### config.mk
export PLATFORM = sky130hd
export DESIGN_NAME = opc_top
export DESIGN_NICKNAME = d
export VERILOG_FILES = /design/src/rtl/opc_pkg.sv /design/src/rtl/opc_top.sv
export VERILOG_INCLUDE_DIRS = /design/src /design/src/rtl
export SDC_FILE = /design/constraint.sdc
export NUM_CORES = 1
export LEC_CHECK = 0
export BUFFER_PORTS_ARGS = -buffer_cell sky130_fd_sc_hd__buf_4
export CORE_ASPECT_RATIO = 1.1
export CORE_MARGIN = 5
export CORE_UTILIZATION = 59
export DETAILED_ROUTE_END_ITERATION = 7
export PLACE_DENSITY = 0.77
export SLEW_MARGIN = 5
export SYNTH_ARGS = -nofsm -noshare
export SYNTH_HDL_FRONTEND = slang
export SYNTH_SLANG_ARGS = --single-unit
### constraint.sdc
create_clock -name ref_clk_i -period 3.7 [get_ports ref_clk_i]
set_input_delay 0.185 -clock ref_clk_i [delete_from_list [all_inputs] [get_ports ref_clk_i]]
set_output_delay 0.185 -clock ref_clk_i [all_outputs]
set_load 0.1 [all_outputs]
### src/rtl/opc_defines.svh
// Constants of the operator panel controller: map, fields, resets and timing.
`ifndef OPC_DEFINES_SVH
`define OPC_DEFINES_SVH
`define OPC_CLK_NS          40
`define OPC_SCAN_DWELL_NS   100000
`define OPC_SCAN_DWELL_CYC  ((`OPC_SCAN_DWELL_NS + `OPC_CLK_NS - 1) / `OPC_CLK_NS)
`define OPC_PROG_LSB        14
`define OPC_RAM_LSB         13
`define OPC_PROG0_TAG       2'h0
`define OPC_PROG1_TAG       2'h1
`define OPC_RAM_TAG         3'h4
`define OPC_IO_PIO          4'h0
`define OPC_IO_CTC          4'h1
`define OPC_IO_UART         4'h2
`define OPC_IO_DISP         4'h3
`define OPC_IO_SENT         3'h2
`define OPC_CS_PROG0        0
`define OPC_CS_PROG1        1
`define OPC_CS_RAM          2
`define OPC_CS_PIO          3
`define OPC_CS_CTC          4
`define OPC_CS_UART         5
`define OPC_CS_DISP         6
`define OPC_CS_SENT         7
`define OPC_PIO_A           2'h0
`define OPC_PIO_B           2'h1
`define OPC_PIO_SEL         2'h2
`define OPC_BUZ_BIT         7
`define OPC_REMOTE_BIT      6
`define OPC_ARM_BIT         5
`define OPC_CTC_RELOAD      2'h0
`define OPC_CTC_COUNT       2'h1
`define OPC_CTC_STAT        2'h2
`define OPC_CTC_RELOAD_RST  8'hff
`define OPC_UART_DATA       2'h0
`define OPC_UART_STAT       2'h1
`define OPC_UART_OSC_DIV    5'h17
`define OPC_UART_OVS_MID    4'h7
`define OPC_TX_BITS         4'ha
`define OPC_RX_BITS         4'h9
`define OPC_SYNC_BYTE       8'h16
`define OPC_ACK_BYTE        8'h06
`define OPC_NAK_BYTE        8'h15
`define OPC_FIFO_DEPTH      32
`endif

### src/rtl/opc_pkg.sv
// Types shared by the operator panel controller.
package opc_pkg;
  typedef enum logic [1:0] {LNK_HUNT, LNK_UP} opc_link_t;
  typedef enum logic [1:0] {TX_IDLE, TX_SHIFT} opc_tx_t;
  typedef enum logic [1:0] {RX_IDLE, RX_START, RX_DATA, RX_STOP} opc_rx_t;
endpackage

### src/rtl/opc_top.sv
// Operator panel controller: bus decoder, key scan, timer, serial link, display strobes.
`timescale 1ns/100ps
`include "opc_defines.svh"

module opc_fifo #(
  parameter int WIDTH = 8,
  parameter int DEPTH = 32
) (
  input  wire logic             clk_i,
  input  wire logic             rstn_i,
  input  wire logic             ce_i,
  input  wire logic             in_valid_i,
  output logic                  in_ready_o,
  input  wire logic [WIDTH-1:0] in_data_i,
  output logic                  out_valid_o,
  input  wire logic             out_ready_i,
  output logic [WIDTH-1:0]      out_data_o
);
  localparam int AW = $clog2(DEPTH);
  logic [WIDTH-1:0] mem [DEPTH];
  logic [AW-1:0]    wr_ptr;
  logic [AW-1:0]    rd_ptr;
  logic [AW:0]      count;
  logic             push;
  logic             pop;

  assign in_ready_o  = (count != (AW+1)'(DEPTH));
  assign out_valid_o = (count != '0);
  assign out_data_o  = mem[rd_ptr];
  assign push        = in_valid_i && in_ready_o;
  assign pop         = out_valid_o && out_ready_i;

  always_ff @(posedge clk_i) begin
    if (ce_i && push) begin
      mem[wr_ptr] <= in_data_i;
    end
  end

  always_ff @(posedge clk_i) begin
    if (!rstn_i) begin
      wr_ptr <= '0;
      rd_ptr <= '0;
      count  <= '0;
    end else if (ce_i) begin
      // Pointers wrap naturally because the depth is a power of two
      if (push) wr_ptr <= wr_ptr + 1'b1;
      if (pop) rd_ptr <= rd_ptr + 1'b1;
      count <= count + (AW+1)'(push) - (AW+1)'(pop);
    end
  end
endmodule

// Overview of operation
// - Keys form four columns by eight rows
// - Sentinel: eight units, 32 characters, processor written
// - Three numeric groups, each its own driver
// - Groups: volume/rate/rise, limit/duration, program/levels/delay
// - Lamp driver rows, three enabled lamp columns
// - Exchange messages until error-free link after start
// - 8-bit data, 16-bit address, 5-line control
// - Processor clock is reference divided by two
// - Serial bit timing from own oscillator
// - Two 16K program memories, one 8K RAM
// - Decoder asserts at most one chip select
// - Twelve port lines scan the key matrix
// - Port A bit 7 drives buzzer
// - Port A bit 6 reads remote switch
// - Port A bit 5 lights arm lamp
// - Port A outputs 5 and 7 are inverted
// - Counter-timer times events, raises processor interrupt
// - Serial receive fills holding register, requests interrupt
// - Display decoder strobes four display drivers
// - All bus cycles complete without wait states
module opc_top (
  // Clock, reset, enable
  input  wire logic       ref_clk_i,
  input  wire logic       rstn_i,
  input  wire logic       ce_i,
  // Processor bus
  input  wire logic [15:0] bus_addr_i,
  input  wire logic [7:0]  bus_data_i,
  input  wire logic        bus_mreq_n_i,
  input  wire logic        bus_iorq_n_i,
  input  wire logic        bus_rd_n_i,
  input  wire logic        bus_wr_n_i,
  input  wire logic        bus_inta_n_i,
  output logic [7:0]       bus_rdata_o,
  output logic             cpu_clk_o,
  output logic             irq_n_o,
  // Memory selects
  output logic             prog0_cs_o,
  output logic             prog1_cs_o,
  output logic             ram_cs_o,
  // Displays and lamps
  output logic [3:0]       disp_strobe_o,
  output logic             sent_wr_o,
  output logic [4:0]       sent_addr_o,
  output logic [7:0]       sent_data_o,
  output logic             sentinel_err_o,
  output logic [2:0]       lamp_col_o,
  output logic [7:0]       lamp_row_o,
  // Keys and parallel lines
  output logic [3:0]       port_a_scan_lines_o,
  input  wire logic [7:0]  port_b_scan_lines_i,
  input  wire logic        remote_switch_in_i,
  output logic             buzzer_out_o,
  output logic             arm_lamp_out_o,
  // Serial link
  input  wire logic        osc_tick_i,
  input  wire logic        rxd_i,
  output logic             txd_o,
  output logic             tx_ready_o,
  output logic             link_up_o,
  input  wire logic        monitor_fault_i
);
  function automatic logic [7:0] decode(input logic [15:0] a, input logic mreq_n, input logic iorq_n);
    logic [7:0] s;
    s = 8'h00;
    if (!mreq_n) begin
      if (a[15:`OPC_PROG_LSB] == `OPC_PROG0_TAG) s[`OPC_CS_PROG0] = 1'b1;
      else if (a[15:`OPC_PROG_LSB] == `OPC_PROG1_TAG) s[`OPC_CS_PROG1] = 1'b1;
      else if (a[15:`OPC_RAM_LSB] == `OPC_RAM_TAG) s[`OPC_CS_RAM] = 1'b1;
    end else if (!iorq_n) begin
      if (a[7:4] == `OPC_IO_PIO) s[`OPC_CS_PIO] = 1'b1;
      else if (a[7:4] == `OPC_IO_CTC) s[`OPC_CS_CTC] = 1'b1;
      else if (a[7:4] == `OPC_IO_UART) s[`OPC_CS_UART] = 1'b1;
      else if (a[7:4] == `OPC_IO_DISP) s[`OPC_CS_DISP] = 1'b1;
      else if (a[7:5] == `OPC_IO_SENT) s[`OPC_CS_SENT] = 1'b1;
    end
    return s;
  endfunction

  function automatic logic even_par(input logic [7:0] d);
    return ^d;
  endfunction

  logic [7:0]         sel;
  logic               rd_q;
  logic               wr_q;
  logic               inta_q;
  logic               acc_rd;
  logic               acc_wr;
  logic [7:0]         next_rdata;
  logic [1:0]         reg_a;
  logic [11:0]        dwell;
  logic [1:0]         col;
  logic [1:0]         lamp_idx;
  logic [7:0]         key_prev [4];
  logic [7:0]         key_state [4];
  logic [1:0]         key_sel;
  logic [7:0]         lamp_mem [3];
  logic [7:0]         ctc_reload;
  logic [7:0]         ctc_count;
  logic               ctc_pend;
  logic [4:0]         osc_div;
  logic               ovs_tick;
  logic [3:0]         tx_ovs;
  logic [3:0]         rx_ovs;
  logic [3:0]         tx_bits;
  logic [3:0]         rx_bits;
  logic [10:0]        tx_shift;
  logic [8:0]         rx_shift;
  logic [7:0]         tx_last;
  logic [7:0]         rx_hold;
  logic               rx_full;
  logic               rx_done;
  logic               rx_err;
  logic               nak_pend;
  logic               resend;
  opc_pkg::opc_link_t link;
  opc_pkg::opc_tx_t   tx_st;
  opc_pkg::opc_rx_t   rx_st;
  logic               f_in_ready;
  logic               f_out_valid;
  logic               f_out_ready;
  logic [7:0]         f_out_data;

  // Bus accesses act once, on the first cycle of a strobe; the answer is ready next cycle
  assign sel    = decode(bus_addr_i, bus_mreq_n_i, bus_iorq_n_i);
  assign acc_rd = !bus_rd_n_i && rd_q;
  assign acc_wr = !bus_wr_n_i && wr_q;
  assign reg_a  = bus_addr_i[1:0];

  always_ff @(posedge ref_clk_i) begin
    if (!rstn_i) begin
      rd_q   <= 1'b1;
      wr_q   <= 1'b1;
      inta_q <= 1'b1;
    end else if (ce_i) begin
      rd_q   <= bus_rd_n_i;
      wr_q   <= bus_wr_n_i;
      inta_q <= bus_inta_n_i;
    end
  end

  always_ff @(posedge ref_clk_i) begin
    if (!rstn_i) begin
      prog0_cs_o    <= 1'b0;
      prog1_cs_o    <= 1'b0;
      ram_cs_o      <= 1'b0;
      disp_strobe_o <= 4'h0;
      sent_wr_o     <= 1'b0;
      sent_addr_o   <= 5'h00;
      sent_data_o   <= 8'h00;
    end else if (ce_i) begin
      prog0_cs_o    <= sel[`OPC_CS_PROG0];
      prog1_cs_o    <= sel[`OPC_CS_PROG1];
      ram_cs_o      <= sel[`OPC_CS_RAM];
      // Strobe 0..2 numeric groups, strobe 3 the lamp driver
      disp_strobe_o <= (sel[`OPC_CS_DISP] && acc_wr) ? 4'h1 << reg_a : 4'h0;
      sent_wr_o     <= sel[`OPC_CS_SENT] && acc_wr;
      if (sel[`OPC_CS_SENT] && acc_wr) begin
        sent_addr_o <= bus_addr_i[4:0];
        sent_data_o <= bus_data_i;
      end
    end
  end

  always_comb begin
    next_rdata = 8'h00;
    if (sel[`OPC_CS_PIO]) begin
      case (reg_a)
        `OPC_PIO_A: next_rdata = {~buzzer_out_o, remote_switch_in_i, ~arm_lamp_out_o, 1'b0,
                                  port_a_scan_lines_o};
        `OPC_PIO_B: next_rdata = key_state[key_sel];
        `OPC_PIO_SEL: next_rdata = {6'h00, key_sel};
        default: next_rdata = 8'h00;
      endcase
    end else if (sel[`OPC_CS_CTC]) begin
      case (reg_a)
        `OPC_CTC_RELOAD: next_rdata = ctc_reload;
        `OPC_CTC_COUNT: next_rdata = ctc_count;
        `OPC_CTC_STAT: next_rdata = {6'h00, rx_full, ctc_pend};
        default: next_rdata = 8'h00;
      endcase
    end else if (sel[`OPC_CS_UART]) begin
      case (reg_a)
        `OPC_UART_DATA: next_rdata = rx_hold;
        `OPC_UART_STAT: next_rdata = {4'h0, sentinel_err_o, link_up_o, f_in_ready, rx_full};
        default: next_rdata = 8'h00;
      endcase
    end
  end

  always_ff @(posedge ref_clk_i) begin
    if (!rstn_i) bus_rdata_o <= 8'h00;
    else if (ce_i && acc_rd) bus_rdata_o <= next_rdata;
  end

  // Parallel port writes; bits 5 and 7 are inverted here before they drive the outputs
  always_ff @(posedge ref_clk_i) begin
    if (!rstn_i) begin
      buzzer_out_o   <= 1'b1;
      arm_lamp_out_o <= 1'b1;
      key_sel        <= 2'h0;
    end else if (ce_i && acc_wr && sel[`OPC_CS_PIO]) begin
      if (reg_a == `OPC_PIO_A) begin
        buzzer_out_o   <= ~bus_data_i[`OPC_BUZ_BIT];
        arm_lamp_out_o <= ~bus_data_i[`OPC_ARM_BIT];
      end
      if (reg_a == `OPC_PIO_SEL) key_sel <= bus_data_i[1:0];
    end
  end

  // Key scan: one low column, rows sampled after the dwell, accepted on two equal scans
  always_ff @(posedge ref_clk_i) begin
    if (!rstn_i) begin
      dwell               <= 12'h000;
      col                 <= 2'h0;
      port_a_scan_lines_o <= 4'he;
      for (int i = 0; i < 4; i++) begin
        key_prev[i]  <= 8'h00;
        key_state[i] <= 8'h00;
      end
    end else if (ce_i) begin
      if (dwell == 12'(`OPC_SCAN_DWELL_CYC - 1)) begin
        dwell         <= 12'h000;
        key_prev[col] <= ~port_b_scan_lines_i;
        if (key_prev[col] == ~port_b_scan_lines_i) key_state[col] <= ~port_b_scan_lines_i;
        col                 <= col + 1'b1;
        port_a_scan_lines_o <= ~(4'h1 << (col + 1'b1));
      end else begin
        dwell <= dwell + 1'b1;
      end
    end
  end

  // Lamp driver: rows written through strobe 3, columns refreshed in turn with the key scan
  always_ff @(posedge ref_clk_i) begin
    if (!rstn_i) begin
      lamp_idx   <= 2'h0;
      lamp_col_o <= 3'h0;
      lamp_row_o <= 8'h00;
      for (int i = 0; i < 3; i++) lamp_mem[i] <= 8'h00;
    end else if (ce_i) begin
      if (sel[`OPC_CS_DISP] && acc_wr && reg_a == 2'h3 && bus_addr_i[3:2] != 2'h3) begin
        lamp_mem[bus_addr_i[3:2]] <= bus_data_i;
      end
      if (dwell == 12'h000) begin
        lamp_idx   <= (lamp_idx == 2'h2) ? 2'h0 : lamp_idx + 1'b1;
        lamp_col_o <= 3'h1 << lamp_idx;
        lamp_row_o <= lamp_mem[lamp_idx];
      end
    end
  end

  // Processor clock from the reference divided by two
  always_ff @(posedge ref_clk_i) begin
    if (!rstn_i) cpu_clk_o <= 1'b0;
    else if (ce_i) cpu_clk_o <= ~cpu_clk_o;
  end

  // Counter-timer counts processor clocks; interrupt acknowledge or status write clears, a new zero wins
  always_ff @(posedge ref_clk_i) begin
    if (!rstn_i) begin
      ctc_reload <= `OPC_CTC_RELOAD_RST;
      ctc_count  <= `OPC_CTC_RELOAD_RST;
      ctc_pend   <= 1'b0;
      irq_n_o    <= 1'b1;
    end else if (ce_i) begin
      if (acc_wr && sel[`OPC_CS_CTC] && reg_a == `OPC_CTC_RELOAD) ctc_reload <= bus_data_i;
      if (cpu_clk_o) ctc_count <= (ctc_count == 8'h00) ? ctc_reload : ctc_count - 1'b1;
      if (cpu_clk_o && ctc_count == 8'h00) ctc_pend <= 1'b1;
      else if ((!bus_inta_n_i && inta_q) || (acc_wr && sel[`OPC_CS_CTC] && reg_a == `OPC_CTC_STAT)) begin
        ctc_pend <= 1'b0;
      end
      irq_n_o <= !(ctc_pend || rx_full);
    end
  end

  // Oversample tick, 16 per bit, from the separate serial oscillator
  always_ff @(posedge ref_clk_i) begin
    if (!rstn_i) begin
      osc_div  <= 5'h00;
      ovs_tick <= 1'b0;
    end else if (ce_i) begin
      ovs_tick <= osc_tick_i && osc_div == `OPC_UART_OSC_DIV;
      if (osc_tick_i) osc_div <= (osc_div == `OPC_UART_OSC_DIV) ? 5'h00 : osc_div + 1'b1;
    end
  end

  opc_fifo #(.WIDTH(8), .DEPTH(`OPC_FIFO_DEPTH)) u_tx_fifo (
    .clk_i       (ref_clk_i),
    .rstn_i      (rstn_i),
    .ce_i        (ce_i),
    .in_valid_i  (acc_wr && sel[`OPC_CS_UART] && reg_a == `OPC_UART_DATA),
    .in_ready_o  (f_in_ready),
    .in_data_i   (bus_data_i),
    .out_valid_o (f_out_valid),
    .out_ready_i (f_out_ready),
    .out_data_o  (f_out_data)
  );

  // Queued data leaves only on an established link with no retry or refusal waiting
  assign f_out_ready = ce_i && tx_st == opc_pkg::TX_IDLE && link == opc_pkg::LNK_UP && !nak_pend && !resend
                       && ovs_tick && tx_ovs == 4'h0;

  // Transmitter: start, 8 data, even parity, stop
  always_ff @(posedge ref_clk_i) begin
    if (!rstn_i) begin
      tx_st      <= opc_pkg::TX_IDLE;
      tx_shift   <= '1;
      tx_bits    <= 4'h0;
      tx_ovs     <= 4'h0;
      tx_last    <= 8'h00;
      txd_o      <= 1'b1;
      tx_ready_o <= 1'b0;
    end else if (ce_i) begin
      tx_ready_o <= f_in_ready;
      if (ovs_tick) tx_ovs <= tx_ovs + 1'b1;
      case (tx_st)
        opc_pkg::TX_IDLE: begin
          if (ovs_tick && tx_ovs == 4'h0) begin
            if (nak_pend) begin
              tx_shift <= {1'b1, even_par(`OPC_NAK_BYTE), `OPC_NAK_BYTE, 1'b0};
              tx_st    <= opc_pkg::TX_SHIFT;
            end else if (resend) begin
              tx_shift <= {1'b1, even_par(tx_last), tx_last, 1'b0};
              tx_st    <= opc_pkg::TX_SHIFT;
            end else if (link == opc_pkg::LNK_HUNT) begin
              tx_shift <= {1'b1, even_par(`OPC_SYNC_BYTE), `OPC_SYNC_BYTE, 1'b0};
              tx_st    <= opc_pkg::TX_SHIFT;
            end else if (f_out_valid) begin
              tx_shift <= {1'b1, even_par(f_out_data), f_out_data, 1'b0};
              tx_last  <= f_out_data;
              tx_st    <= opc_pkg::TX_SHIFT;
            end
            tx_bits <= 4'h0;
          end
        end
        opc_pkg::TX_SHIFT: begin
          txd_o <= tx_shift[0];
          if (ovs_tick && tx_ovs == 4'hf) begin
            tx_shift <= {1'b1, tx_shift[10:1]};
            tx_bits  <= tx_bits + 1'b1;
            if (tx_bits == `OPC_TX_BITS) tx_st <= opc_pkg::TX_IDLE;
          end
        end
        default: tx_st <= opc_pkg::TX_IDLE;
      endcase
    end
  end

  // Receiver: start confirmed mid-bit, parity and stop checked
  always_ff @(posedge ref_clk_i) begin
    if (!rstn_i) begin
      rx_st    <= opc_pkg::RX_IDLE;
      rx_ovs   <= 4'h0;
      rx_bits  <= 4'h0;
      rx_shift <= 9'h000;
      rx_done  <= 1'b0;
      rx_err   <= 1'b0;
    end else if (ce_i) begin
      rx_done <= 1'b0;
      rx_err  <= 1'b0;
      if (ovs_tick) begin
        rx_ovs <= rx_ovs + 1'b1;
        case (rx_st)
          opc_pkg::RX_IDLE: begin
            rx_ovs <= 4'h0;
            if (!rxd_i) rx_st <= opc_pkg::RX_START;
          end
          opc_pkg::RX_START: if (rx_ovs == `OPC_UART_OVS_MID) begin
            rx_ovs  <= 4'h0;
            rx_bits <= 4'h0;
            rx_st   <= rxd_i ? opc_pkg::RX_IDLE : opc_pkg::RX_DATA;
          end
          opc_pkg::RX_DATA: if (rx_ovs == 4'hf) begin
            rx_shift <= {rxd_i, rx_shift[8:1]};
            rx_bits  <= rx_bits + 1'b1;
            if (rx_bits == `OPC_RX_BITS - 1'b1) rx_st <= opc_pkg::RX_STOP;
          end
          opc_pkg::RX_STOP: if (rx_ovs == 4'hf) begin
            rx_st   <= opc_pkg::RX_IDLE;
            rx_done <= rxd_i && (even_par(rx_shift[7:0]) == rx_shift[8]);
            rx_err  <= !rxd_i || (even_par(rx_shift[7:0]) != rx_shift[8]);
          end
          default: rx_st <= opc_pkg::RX_IDLE;
        endcase
      end
    end
  end

  // Link control: hunt with sync bytes until an error-free acknowledge byte; errors on an up link refuse, a received refusal resends
  always_ff @(posedge ref_clk_i) begin
    if (!rstn_i) begin
      link           <= opc_pkg::LNK_HUNT;
      link_up_o      <= 1'b0;
      nak_pend       <= 1'b0;
      resend         <= 1'b0;
      rx_hold        <= 8'h00;
      rx_full        <= 1'b0;
      sentinel_err_o <= 1'b0;
    end else if (ce_i) begin
      link_up_o <= link == opc_pkg::LNK_UP;
      if (tx_st == opc_pkg::TX_IDLE && ovs_tick && tx_ovs == 4'h0) begin
        if (nak_pend) nak_pend <= 1'b0;
        else resend <= 1'b0;
      end
      if (monitor_fault_i) begin
        link <= opc_pkg::LNK_HUNT;
      end else if (rx_err) begin
        sentinel_err_o <= 1'b1;
        if (link == opc_pkg::LNK_UP) nak_pend <= 1'b1;
      end else if (rx_done) begin
        sentinel_err_o <= 1'b0;
        if (link == opc_pkg::LNK_HUNT) begin
          if (rx_shift[7:0] == `OPC_ACK_BYTE) link <= opc_pkg::LNK_UP;
        end else if (rx_shift[7:0] == `OPC_NAK_BYTE) begin
          resend <= 1'b1;
        end
      end
      // A new byte wins over the read that empties the holding register
      if (rx_done && link == opc_pkg::LNK_UP && rx_shift[7:0] != `OPC_NAK_BYTE) begin
        rx_hold <= rx_shift[7:0];
        rx_full <= 1'b1;
      end else if (acc_rd && sel[`OPC_CS_UART] && reg_a == `OPC_UART_DATA) begin
        rx_full <= 1'b0;
      end
    end
  end

  a_cs_exclusive: assert property (@(posedge ref_clk_i) disable iff (!rstn_i)
    $onehot0({prog0_cs_o, prog1_cs_o, ram_cs_o, |disp_strobe_o, sent_wr_o}))
    else $error("more than one select active");
  a_ram_select: assert property (@(posedge ref_clk_i) disable iff (!rstn_i || !ce_i)
    (!bus_mreq_n_i && bus_addr_i[15:13] == 3'h4) |=> ram_cs_o && !prog0_cs_o)
    else $error("ram not selected");
  a_disp_strobe: assert property (@(posedge ref_clk_i) disable iff (!rstn_i || !ce_i)
    (acc_wr && sel[`OPC_CS_DISP]) |=> $onehot(disp_strobe_o) ##1 disp_strobe_o == 4'h0)
    else $error("display strobe wrong");
  a_buzzer_invert: assert property (@(posedge ref_clk_i) disable iff (!rstn_i || !ce_i)
    (acc_wr && sel[`OPC_CS_PIO] && reg_a == `OPC_PIO_A) |=> buzzer_out_o == !$past(bus_data_i[7])
    && arm_lamp_out_o == !$past(bus_data_i[5]))
    else $error("port outputs not inverted");
  a_scan_one_col: assert property (@(posedge ref_clk_i) disable iff (!rstn_i)
    $countones(~port_a_scan_lines_o) == 1)
    else $error("scan must drive one column");
  a_clk_half: assert property (@(posedge ref_clk_i) disable iff (!rstn_i || !ce_i)
    cpu_clk_o |=> !cpu_clk_o ##1 cpu_clk_o)
    else $error("processor clock not halved");
  a_rx_irq: assert property (@(posedge ref_clk_i) disable iff (!rstn_i || !ce_i)
    rx_full |=> !irq_n_o)
    else $error("received byte raised no interrupt");
  a_err_message: assert property (@(posedge ref_clk_i) disable iff (!rstn_i || !ce_i)
    (rx_err && !monitor_fault_i) |=> sentinel_err_o)
    else $error("link error not shown");
  a_read_nowait: assert property (@(posedge ref_clk_i) disable iff (!rstn_i || !ce_i)
    (acc_rd && sel[`OPC_CS_CTC] && reg_a == `OPC_CTC_RELOAD) |=> bus_rdata_o == $past(ctc_reload))
    else $error("read answer late");
endmodule

### Word-level counts from Yosys, hierarchy flattened

Memory sizes are Yosys's and may differ from the RTL's. A register that Yosys moved wholly into a read port is not among the register bits.
Cells that the tools add are included.

* mux-type cells: 117
* equality and inequality tests: 40
* add/subtract/negate cells: 13
* div/mod/pow operators: 0
* reduce and logical (&&, ||, !) cells: 94
* $lt $le $gt $ge: 0
* bitwise operators: 11
* multipliers: 0
* shift operators: 3

Operator list (number)
* two-way mux 11 bit: 6
* two-way mux 2 bit: 28
* two-way mux 8 bit: 7
* two-way mux 1 bit: 52
* one-hot mux 8 bit (3 select lines): 2
* logical AND 1 bit: 35
* AND reduction 2 bit: 15
* two-way mux 4 bit: 7
* two-way mux 5 bit: 5
* one-hot mux 4 bit (2 select lines): 3
* OR reduction 8 bit: 3
* parity 8 bit: 3
* one-hot mux 11 bit (2 select lines): 1
* AND reduction 5 bit: 4
* != test 2 bit, second input constant: 9
* adder 4 x 1 -> 4 bit, second input constant: 4
* == test 4 bit, second input constant: 4
* one-hot mux 8 bit (2 select lines): 1
* nonzero test 2 bit: 8
* adder 5 x 1 -> 5 bit, second input constant: 3
* AND reduction 7 bit: 2
* adder 12 x 1 -> 12 bit, second input constant: 1
* == test 12 bit, second input constant: 1
* logical NOT 12 bit: 1
* other kinds (38): 73

* ROM bits: 0
* bits in latches: 0
* input bits: 44
* output and inout bits: 52
* memories: 4
* register bits: 167
* memory bits (writable): 344
* word-level logic and storage cells: 331

Memories
* u_tx_fifo.mem: depth 32, bits a word 8, read ports 1, clocked after memory_dff 1, wr ports 1, line opc_top.sv:20 `logic [WIDTH-1:0] mem [DEPTH];`
* key_prev: depth 4, bits a word 8, read ports 1, clocked after memory_dff 1, wr ports 4, line opc_top.sv:148 `logic [7:0] key_prev [4];`
* key_state: depth 4, bits a word 8, read ports 1, clocked after memory_dff 1, wr ports 4, line opc_top.sv:149 `logic [7:0] key_state [4];`
* lamp_mem: depth 3, bits a word 8, read ports 1, clocked after memory_dff 1, wr ports 3, line opc_top.sv:151 `logic [7:0] lamp_mem [3];`

### Longest topological paths before layout

Gate-level depths: netlist (run 1).

* word-level depth: 17
* gate-level depth with buffers: 18
* depth with buffers taken out: 17

### Modules after synthesis

A second synthesis (run 1) with hierarchy kept.

* cells, all modules: 1771
* area total of the unflattened synthesis: 22771.8 sq um

By module, submodules not included
* opc_top: instances 1, cells each 1146, area an instance 11664.9 sq um, seq. area each 6045.8 sq um
* opc_fifo: instances 1, cells each 625, area an instance 11106.9 sq um, seq. area each 8107.8 sq um

### Least setup slack after synthesis (run 1)

Ideal clock, no wire load.

* path type: register to register
* start: reg tx_ovs[0]
* end: reg u_tx_fifo.count[5]
* required time: 3.584 ns
* setup slack: 0.378 ns
* library setup time: 0.116 ns
* clock period less this slack: 3.322 ns
* cell stages (with the launch flop): 17
* path buffers: 1
* arrival time: 3.206 ns
* cell sequence: dfxtp_1 inv_1 ha_1 nor4b_1 nand2_1 nor4_4 buf_2 ha_1 inv_1 ha_1 a21o_1 a21oi_1 o21bai_1 a21oi_1 xnor2_1 nand2_1 o211a_1

* cells in the longest elaborated chain, start to end: 4

Ends and longest elaborated chain
* start, declared: line opc_top.sv:157 `logic [3:0] tx_ovs;`
* start signal, assigned: line opc_top.sv:370 `if (ovs_tick) tx_ovs <= tx_ovs + 1'b1;`
* logical NOT 4 bit: line opc_top.sv:356 `&& ovs_tick && tx_ovs == 4'h0;`
* logical AND 1 bit: line opc_top.sv:356
* logical AND 1 bit: line opc_top.sv:31 `assign pop = out_valid_o && out_ready_i;`
* subtractor 6 x 1 -> 6 bit: line opc_top.sv:48 `count <= count + (AW+1)'(push) - (AW+1)'(pop);`
* end signal, assigned: line opc_top.sv:48
* end, declared: line opc_top.sv:23 `logic [AW:0] count;`

No other way between the ends.
A chain may end at the register's enable or synchronous reset.

### Worst setup path in the final report (run 1)

* start: reg tx_ovs[0]
* end: reg u_tx_fifo.count[4]

Same word-level chain as after synthesis.

==> results.py, run 1 <==
metrics = {
    "floorplan": {
        "ios": 96,
        "die_x_um": 197,
        "rows": 75,
        "die_height_um": 215,
        "initial_utilization_pct": 59.5,
        "core_sq_um": 38000,
        "die_area_sq_um": 42400,
    },
    "sta": {
        "clock_skew_ps": 32.6,
        "fmax_mhz": 317,
        "timing.final.hold_violations": 0,
        "maxSlewHeadroom_pct": 26.3,
        "slew_violations": 0,
        "tightest_slew_ps": 1100,
        "min_period_ps": 3160,
        "setup_ws_ps": 542,
        "finalCritPeriodShare_pct": 85.4,
        "setup_tns_ps": 0,
        "rsz0062_at_grt": "false",
        "setup_violations": 0,
    },
    "global_routing": {
        "grt_max_degree": 172,
        "grt_pass1_vias": 13862,
        "antenna_found_initial": 0,
        "grt_pass1_wl_um": 76400,
        "grt.overflow.total": 0,
        "grt_usage_pct": 22.7,
    },
    "clock_network": {
        "clock_path_buffers": 3,
        "numCtsBuffers": 51,
        "clk_latency_ps": 580,
        "tritoncts": "yes",
        "path_clk_slew_ps": 60,
        "cts-root-buf": "clkbuf_16",
        "cts.sinks": 531,
        "cts_repair_resize_count": 0,
        "cts_max_level": 2,
    },
    "synth": {
        "ys_types": 72,
        "synth_compound_area_share_pct": 5.48,
        "seq_area_frac_synth_pct": 62.5,
        "synth_top_family_by_area": "multiplexers",
        "synth_area_sq_um": 22600,
        "avgSynthCellArea_sq_um": 13.7,
        "synth_edf_count": 352,
        "async_flop_share_pct": 0,
        "ys_seq_elements": 531,
        "synthAdderAreaFrac_pct": 2.08,
        "yosysWarnings": 0,
        "synthSimpleGateAreaFrac_pct": 12.2,
        "synth-main-ff-cell": "edfxtp_1",
        "synth_xor_xnor_area_share_pct": 2.43,
        "synth.area.mux_share_pct": 12.5,
        "syn_inst": 1656,
    },
    "layout": {
        "drive_gt1_share_pct": 18.4,
        "area_growth_pct": 14.0,
        "num_antenna_cells": 0,
        "fin_cells": 2339,
        "nets": 1878,
        "final_util_pct": 67.9,
    },
    "hold_path": {
        "hold_end": "ram_cs_o$_SDFFE_PN0P_",
        "hold_depth": 4,
        "min_from": "bus_mreq_n_i",
        "min_path_type": "in -> reg",
    },
    "run": {
        "maxCapViolCount": 0,
    },
    "pwr": {
        "powerDensity_nw_per_um2": 470,
        "ir_drop_mv": 0.460,
        "leakagePower_nw": 9.26,
    },
    "setup_path": {
        "cp-start-kind": "flip-flop",
        "required_ps": 4150,
        "rr_worst_depth": 17,
        "r2r-start": "tx_ovs[0]$_SDFFE_PN0P_",
        "rrSetupSlack_ps": 540,
        "path_class": "reg -> reg",
        "cp_data_arrival_time_ps": 3610,
        "critPathCaptureType": "flip-flop",
        "cp_max_fo": 4,
        "reg2reg_to": "u_tx_fifo.count[4]$_SDFFE_PN0P_",
    },
    "detailed_routing": {
        "first_iter_violations": 961,
        "vias_per_cell": 5.84,
        "wire_per_inst_um": 20.6,
        "vias": 13665,
        "ant_nets": 0,
        "drc": 0,
        "first_pass_iters": 5,
        "wirelength_um": 48200,
    },
    "run_status": {
        "status": "finished, final reports clean",
    },
    "placed_design": {
        "hpwl_um": 31600,
        "routabilityCongestion": 0.855,
        "place_ws_ps": 524,
        "dp.cells": 2222,
        "portBuffers": 90,
    },
}
==> power breakdown <==
group,total [W],switching (W),internal (W)
Combinational,0.000601,0.000399,0.000202
Clock,0.00510,0.00216,0.00294
Sequential,0.00644,0.0000498,0.00639
Total,0.0121,0.00261,0.00953
==> critical path, cell delays in order, from the launching register on <==
cell	delay, ps
dfxtp_1	330
inv_1	90
ha_1	140
nor4b_1	340
nand2_1	240
nor4_4	320
ha_1	280
inv_1	60
ha_1	150
inv_1	60
fa_1	420
inv_1	80
a21oi_1	60
nor2_1	80
nor2_1	50
xnor2_1	120
mux2i_1	160
nor2b_1	60
==> area by class of cell <==
| type | count | area, sq um |
|---|---|---|
| Inverter | 38 | 143 |
| Multi-Input combinational cell | 1004 | 7880 |
| Timing Repair Buffer | 171 | 1350 |
| Sequential cell | 531 | 14200 |
| Clock buffer | 73 | 1440 |
| Clock inverter | 22 | 206 |
| Tap cell | 500 | 626 |
| Fill cell | 2596 | 12200 |
==> kinds of logic after synthesis <==
group,count (synthesis)
AND/OR/NAND/NOR,546
flip-flops,531
AO/OA/AOI/OAI,176
multiplexers,175
buffers and inverters,128
XOR/XNOR,62
adder cells (fa/ha/maj),37
other,1
==> synthesized netlist by cell type (16+ instances only) <==
cell | count | share of area, %
a21oi_1 | 25 | 0.55
and2_1 | 59 | 1.6
buf_1 | 17 | 0.28
clkbuf_1 | 46 | 0.76
dfxtp_1 | 179 | 16
edfxtp_1 | 352 | 47
ha_1 | 36 | 2.0
inv_1 | 37 | 0.61
mux2i_1 | 85 | 3.8
mux4_2 | 77 | 7.7
nand2_1 | 139 | 2.3
nand3_1 | 24 | 0.53
nand4_1 | 17 | 0.47
nor2_1 | 140 | 2.3
nor2_2 | 16 | 0.44
nor2b_1 | 70 | 1.9
o21ai_0 | 41 | 0.91
xnor2_1 | 44 | 1.7
xor2_1 | 17 | 0.66
==> layer usage <==
layer	share of wire, %	vias up	global-route usage [%]
met1	40	6741	29.7
met2	51	447	39.1
met4	3.0	0	6.61
met5	0	-	0
li1	-	6376	-
met3	6.7	101	4.15
==> per-stage QoR <==
stage / total power [W] / area, sq um / hold slack (ps)
2_1_floorplan: 0.00695 / 22700 / 284
3_3_place_gp: 0.00714 / 23900 / 412
3_5_place_dp: 0.00716 / 23900 / 426
4_1_cts: 0.0122 / 25800 / 1.18
5_1_grt: 0.0125 / 25800 / 18.7
6_report: 0.0121 / 25800 / 17.0
==> how the worst max path moves through the flow <==
stage	from	end	slack, ps	cells past startpoint
2_1_floorplan	tx_ovs[0]$_SDFFE_PN0P_	u_tx_fifo.count[5]$_SDFFE_PN0P_	380	16
3_3_place_gp	flip-flop	key_state[0][0]$_SDFFCE_PN0P_	620	6
3_5_place_dp	tx_ovs[0]$_SDFFE_PN0P_	u_tx_fifo.count[4]$_SDFFE_PN0P_	520	17
4_1_cts	tx_ovs[0]$_SDFFE_PN0P_	u_tx_fifo.count[4]$_SDFFE_PN0P_	500	17
5_1_grt	tx_ovs[0]$_SDFFE_PN0P_	u_tx_fifo.count[4]$_SDFFE_PN0P_	240	17
6_report	tx_ovs[0]$_SDFFE_PN0P_	u_tx_fifo.count[4]$_SDFFE_PN0P_	540	17
==> what timing repair did <==
item / 4_1_cts / 5_1_grt
hold endpoints to repair: 61 / 0
hold buffers: 22 / 0
setup buffers: 0 / 0
==> placed cells by master, fill, tap and decap left out, drive strengths merged, types with 43 or more instances in the layout <==
cell type,instances
and2,59
buf,149
clkbuf,73
dfxtp,179
edfxtp,352
mux2i,85
mux4,84
nand2,139
nor2,156
nor2b,70
o21ai,43
xnor2,45
==> state kept, by name, summed over array words and instances (netlist names), 9 cells and up, named ones only <==
name / cells
key_prev: 32
tx_shift: 10
lamp_mem: 32
u_tx_fifo.mem: 256
dwell: 12
key_state: 32
rx_shift: 9
No activity file was read; power rests on OpenSTA's default activity.
==> run 2: changes to the inputs <==
REMOVE_ABC_BUFFERS = 1   (was not set)
==> run 2 against run 1 <==
First-iteration DRC count rose by 27%. Die area did not move. Register-to-register slack got worse by 20 ps. Power rose by 3.5%. Global-route usage rose by 0.17 points. Maximum frequency fell by 0.63%. Sequential power barely moved. Worst hold slack improved by 21 ps. Via count rose by 0.77%. Non-clock buffer count fell by 10. Wire length rose by 0.11%. Largest cell class unchanged. Highest routed layer unchanged.
==> results.py, run 2 (synthesis results as in run 1) <==
metrics = {
    "pwr": {
        "p_switching_w": 0.00261,
        "intPower_w": 0.00996,
        "powerDensity_nw_per_um2": 485,
        "ir_drop_mv": 0.585,
        "combPwrFrac_pct": 4.8,
        "netSwitchingFraction_pct": 20.8,
        "pwr-share-seq_pct": 51.3,
        "pwr-share-clk_pct": 44.0,
        "leakagePower_nw": 9.29,
    },
    "placed_design": {
        "routabilityCongestion": 0.856,
        "dpl_cell_area_sq_um": 23900,
        "portBuffers": 90,
        "dp.cells": 2212,
        "hpwl_um": 30900,
    },
    "detailed_routing": {
        "wirelength_um": 48300,
        "wire_per_inst_um": 20.7,
        "vias": 13770,
        "route.met2.wl_um": 24000,
        "routed-wl-met3_um": 3140,
        "drc": 0,
        "first_pass_iters": 5,
        "highest_layer": "met4",
        "ant_nets": 0,
        "vias_per_cell": 5.91,
        "first_iter_violations": 1225,
        "wl_met1_um": 19600,
    },
    "global_routing": {
        "grt_usage_pct": 22.9,
        "grt.overflow.total": 0,
        "grt_max_degree": 139,
        "grt_pass1_wl_um": 76900,
        "antenna_found_initial": 0,
        "grt_pass1_vias": 13852,
    },
    "sta": {
        "slew_violations": 0,
        "fmax_mhz": 315,
        "clock_skew_ps": 15.1,
        "tightest_slew_ps": 1010,
        "finalCritPeriodShare_pct": 85.9,
        "min_period_ps": 3180,
        "rsz0062_at_grt": "false",
        "timing.final.hold_violations": 0,
        "maxSlewHeadroom_pct": 32.2,
        "setup_violations": 0,
        "setup_tns_ps": 0,
    },
    "setup_path": {
        "critPathCaptureType": "flip-flop",
        "critPathMostFrequentCell": "inv_1",
        "rr_worst_depth": 17,
        "slowest_stage": "fa_1",
        "cp_max_fo": 4,
        "cpPeakStageDelay_ps": 440,
        "required_ps": 4150,
        "crit_chain": "inv_1 > ha_1 > nor4b_1 > nand2_1 > nor4_4 > ha_1 > inv_1 > ha_1 > inv_1 > fa_1 > inv_1 > a21oi_1 > nor2_1 > nor2_1 > xnor2_1 > mux2i_1 > nor2b_1",
        "crit_family": "simple AND/OR/NAND/NOR gates",
        "path_buf_inv": 4,
        "cp_data_arrival_time_ps": 3630,
        "cp-start-kind": "flip-flop",
        "critical_path_depth": 17,
        "path_class": "reg -> reg",
    },
    "clock_network": {
        "numCtsBuffers": 51,
        "path_clk_slew_ps": 60,
        "cts_repair_resize_count": 0,
        "cts_max_level": 2,
        "cts-root-buf": "clkbuf_16",
        "post-cts-setup-buffers": 0,
        "tritoncts": "yes",
        "clk_latency_ps": 560,
        "cts.sinks": 531,
        "clock_path_buffers": 3,
    },
    "layout": {
        "drive_gt1_share_pct": 18.3,
        "final_cell_mix": "edfxtp_1 (352), dfxtp_1 (176), nor2_1 (140), nand2_1 (139), buf_4 (136)",
        "nets": 1868,
        "num_antenna_cells": 0,
        "largest_register_ffs": 256,
        "area_growth_pct": 14.5,
        "final_common_cell": "edfxtp_1",
        "fin_cells": 2329,
        "fin_area_sq_um": 25900,
        "top_register": "u_tx_fifo.mem",
    },
    "hold_path": {
        "hold_depth": 4,
        "min_path_type": "in -> reg",
    },
    "floorplan": {
        "ios": 96,
        "die_height_um": 215,
        "die_x_um": 197,
        "core_sq_um": 38000,
        "die_area_sq_um": 42400,
        "initial_utilization_pct": 59.5,
        "rows": 75,
    },
    "run_status": {
        "status": "finished, final reports clean",
    },
    "run": {
        "maxCapViolCount": 0,
    },
}
## run 2: changes by cell type in the layout (fill, tap and decap cells not counted)
cell | previous run | this run
buf_12 | 1 | 3
buf_4 | 148 | 136
bufinv_16 | 3 | 10
clkbuf_1 | 17 | 10
clkbuf_16 | 54 | 53
clkinv_1 | 5 | 6
clkinv_2 | 7 | 8
clkinv_4 | 4 | 1
clkinvlp_4 | 3 | 5
## run 2: final timing paths
| kind | to | slack [ps] | from |
|---|---|---|---|
| hold reg to reg | disp_strobe_o[3]$_SDFFE_PN0P_ | 450 | disp_strobe_o[3]$_SDFFE_PN0P_ |
| setup / recovery | u_tx_fifo.count[4]$_SDFFE_PN0P_ | 520 | tx_ovs[0]$_SDFFE_PN0P_ |
| setup reg to reg | u_tx_fifo.count[4]$_SDFFE_PN0P_ | 520 | tx_ovs[0]$_SDFFE_PN0P_ |
| hold / removal | prog0_cs_o$_SDFFE_PN0P_ | 40 | bus_mreq_n_i |
## run 2: worst register-to-register path, cell delays in order, from the launching register on
cell     delay [ps]
dfxtp_1         330
inv_1            90
ha_1            160
nor4b_1         340
nand2_1         240
nor4_4          340
ha_1            280
inv_1            60
ha_1            160
inv_1            60
fa_1            440
inv_1            80
a21oi_1          60
nor2_1           90
nor2_1           60
xnor2_1         110
mux2i_1         130
nor2b_1          60
## run 2: power groups by stage
stage | clock network, W | logic [W] | registers, W
floorplan | 0 | 0.000221 | 0.00668
global placement | 0 | 0.000565 | 0.00657
detailed placement | 0 | 0.000579 | 0.00657
CTS | 0.00562 | 0.000598 | 0.00644
global route | 0.00589 | 0.000642 | 0.00645
finish | 0.00553 | 0.000597 | 0.00644
## run 2: through the flow
step	hold WS, ps	total power [W]	utilization (%)	worst slack (ps)
detailed placement	424	0.00715	62.9	569
finish	38.2	0.0126	68.2	522
global route	49.8	0.0130	68.2	240
global placement	414	0.00713	62.9	618
CTS	11.0	0.0127	68.2	519
floorplan	247	0.00690	-	-256
## run 2: final cells by class
cell class                      count  area (sq um)
Multi-Input combinational cell   1004          7880
Clock buffer                       65          1390
Timing Repair Buffer              161          1300
Inverter                           38           143
Tap cell                          500           626
Sequential cell                   531         14200
Fill cell                        2584         12100
Clock inverter                     30           414
## run 2: what timing repair did
| action | in CTS | in global routing |
|---|---|---|
| setup endpoints to repair | 0 | 0 |
| hold endpoints to repair | 68 | 0 |
| hold buffers | 22 | 0 |
## run 2: per-layer routing
layer	global-route usage, %	vias up
li1	-	6365
met1	31.0	6828
met2	38.7	496
met3	3.45	81
met4	6.98	0
met5	0	-
==> run 3: changes to the inputs <==
BUFFER_PORTS_ARGS = -buffer_cell sky130_fd_sc_hd__buf_2   (was -buffer_cell sky130_fd_sc_hd__buf_4)
==> run 3 against run 2 <==
Utilization is 1.2 points lower. Critical path depth unchanged. Clock-buffer cell count shrank 8. Sequential cell count unchanged. Cell area fell by 1.7%. Clock power is 6.9% lower. Wire length rose by 0.34%. Die area did not move. Worst hold slack worse by 15 ps. Cell count down 0.47%. Non-clock buffer count down 7. Sequential power is essentially flat. Largest power group unchanged.
==> results.py, run 3 (synthesis results as in run 1) <==
metrics = {
    "detailed_routing": {
        "first_pass_iters": 6,
        "vias": 13771,
        "first_iter_violations": 1270,
        "wire_per_inst_um": 20.9,
        "ant_nets": 0,
        "drc": 0,
        "vias_per_cell": 5.94,
        "wirelength_um": 48400,
    },
    "global_routing": {
        "use_met2_pct": 38.7,
        "grt.overflow.total": 0,
        "met3_usage_pct": 3.77,
        "top_usage_layer": "met2",
        "grt_max_degree": 149,
        "grt_pass1_wl_um": 76800,
        "grtUsageMet1_pct": 30.4,
        "grt_pass1_vias": 14033,
        "antenna_found_initial": 0,
        "grt_usage_pct": 22.7,
    },
    "layout": {
        "final_cell_mix": "edfxtp_1 (352), dfxtp_1 (176), nor2_1 (140), nand2_1 (139), buf_2 (89)",
        "final_common_cell": "edfxtp_1",
        "num_antenna_cells": 0,
        "ff_latch_area_sq_um": 14200,
        "final_util_pct": 67.0,
        "final.fill_count": 2662,
        "multi_input_area_sq_um": 7880,
        "nets": 1859,
        "largest_register_ffs": 256,
        "drive_gt1_share_pct": 18.3,
        "fin_cells": 2318,
        "area_growth_pct": 12.5,
        "top_register": "u_tx_fifo.mem",
    },
    "sta": {
        "fmax_mhz": 311,
        "tightest_slew_ps": 1120,
        "timing.final.hold_violations": 0,
        "min_period_ps": 3210,
        "rsz0062_at_grt": "false",
        "clock_skew_ps": 20.1,
        "finalCritPeriodShare_pct": 86.9,
        "slew_violations": 0,
        "setup_violations": 0,
        "maxSlewHeadroom_pct": 24.7,
        "setup_ws_ps": 485,
        "hold_ws_ps": 23.2,
    },
    "setup_path": {
        "cp-start-kind": "flip-flop",
        "crit_chain": "inv_1 > ha_1 > nor4b_1 > nand2_1 > nor4_4 > ha_1 > inv_1 > ha_1 > inv_1 > fa_1 > inv_1 > a21oi_1 > nor2_1 > nor2_1 > xnor2_1 > mux2i_1 > nor2b_1",
        "critPathMostFrequentCell": "inv_1",
        "critPathCaptureType": "flip-flop",
        "slowest_stage": "fa_1",
        "cp_max_fo": 4,
        "cp_data_arrival_time_ps": 3670,
        "path_buf_inv": 4,
        "rrSetupSlack_ps": 490,
        "required_ps": 4160,
        "crit_family": "simple AND/OR/NAND/NOR gates",
        "path_class": "reg -> reg",
        "cpPeakStageDelay_ps": 430,
    },
    "clock_network": {
        "post-cts-setup-buffers": 0,
        "cts_hold_buf": 13,
        "cts_max_level": 2,
        "cts.sinks": 531,
        "clk_latency_ps": 570,
        "path_clk_slew_ps": 60,
        "cts_repair_resize_count": 0,
        "clock_path_buffers": 3,
        "numCtsBuffers": 49,
        "cts-root-buf": "clkbuf_16",
        "tritoncts": "yes",
    },
    "floorplan": {
        "die_area_sq_um": 42400,
        "initial_utilization_pct": 59.5,
        "core_sq_um": 38000,
        "die_height_um": 215,
        "die_x_um": 197,
        "rows": 75,
        "ios": 96,
    },
    "placed_design": {
        "routabilityCongestion": 0.889,
        "portBuffers": 90,
        "place_ws_ps": 499,
        "hpwl_um": 31200,
        "dp.cells": 2214,
    },
    "hold_path": {
        "min_path_type": "in -> reg",
    },
    "run_status": {
        "status": "finished, final reports clean",
    },
    "pwr": {
        "fin_total_pwr_w": 0.0122,
        "leakagePower_nw": 9.15,
        "powerDensity_nw_per_um2": 478,
        "ir_drop_mv": 0.374,
    },
    "run": {
        "maxCapViolCount": 0,
    },
}
## run 3: changes by cell type in the layout (fill, tap and decap cells not counted), sizes merged
cell / change
dlygate4sd3: -9
bufinv: -3
buf: +2
clkinv: +9
clkbuf: -8
clkinvlp: -2
## run 3: layout make-up
class / count / share of cell area (%)
flip-flops and latches: 531 / 55.6
multi-input cells: 1004 / 30.9
clock buffers: 57 / 5.14
repair buffers: 154 / 3.94
well taps: 500 / 2.46
clock inverters: 34 / 1.34
inverters: 38 / 0.560
## run 3: worst paths after layout
| path | depth (start not counted) | to | startpoint |
|---|---|---|---|
| worst max register to register | 17 | u_tx_fifo.count[4]$_SDFFE_PN0P_ | tx_ovs[0]$_SDFFE_PN0P_ |
| worst min register to register | 2 | txd_o$_SDFFE_PN1P_ | txd_o$_SDFFE_PN1P_ |
| worst max-delay path | 17 | u_tx_fifo.count[4]$_SDFFE_PN0P_ | tx_ovs[0]$_SDFFE_PN0P_ |
| worst min-delay path | 4 | ram_cs_o$_SDFFE_PN0P_ | bus_addr_i[14] |
## run 3: tightest hold or removal path, cell delays in order
cell	delay, ps
buf_2	110
nor4b_1	50
mux2i_1	130
nor2b_1	60
## run 3: per-stage QoR
stage	cell area, sq um	setup TNS, ps
global route	25500	0
detailed placement	23700	0
global placement	23700	0
floorplan	22200	-431
finish	25500	0
CTS	25500	0
## run 3: metal layers
layer | vias up | routed length [um]
li1 | 6330 | -
met1 | 6860 | 19900
met2 | 484 | 24200
met3 | 97 | 3040
met4 | 0 | 1290
met5 | - | 0
## run 3: where the power goes
part,internal [W],switching (W)
clock network,0.00302,0.00213
registers,0.00639,0.0000503
logic,0.000172,0.000401
total,0.00958,0.00258
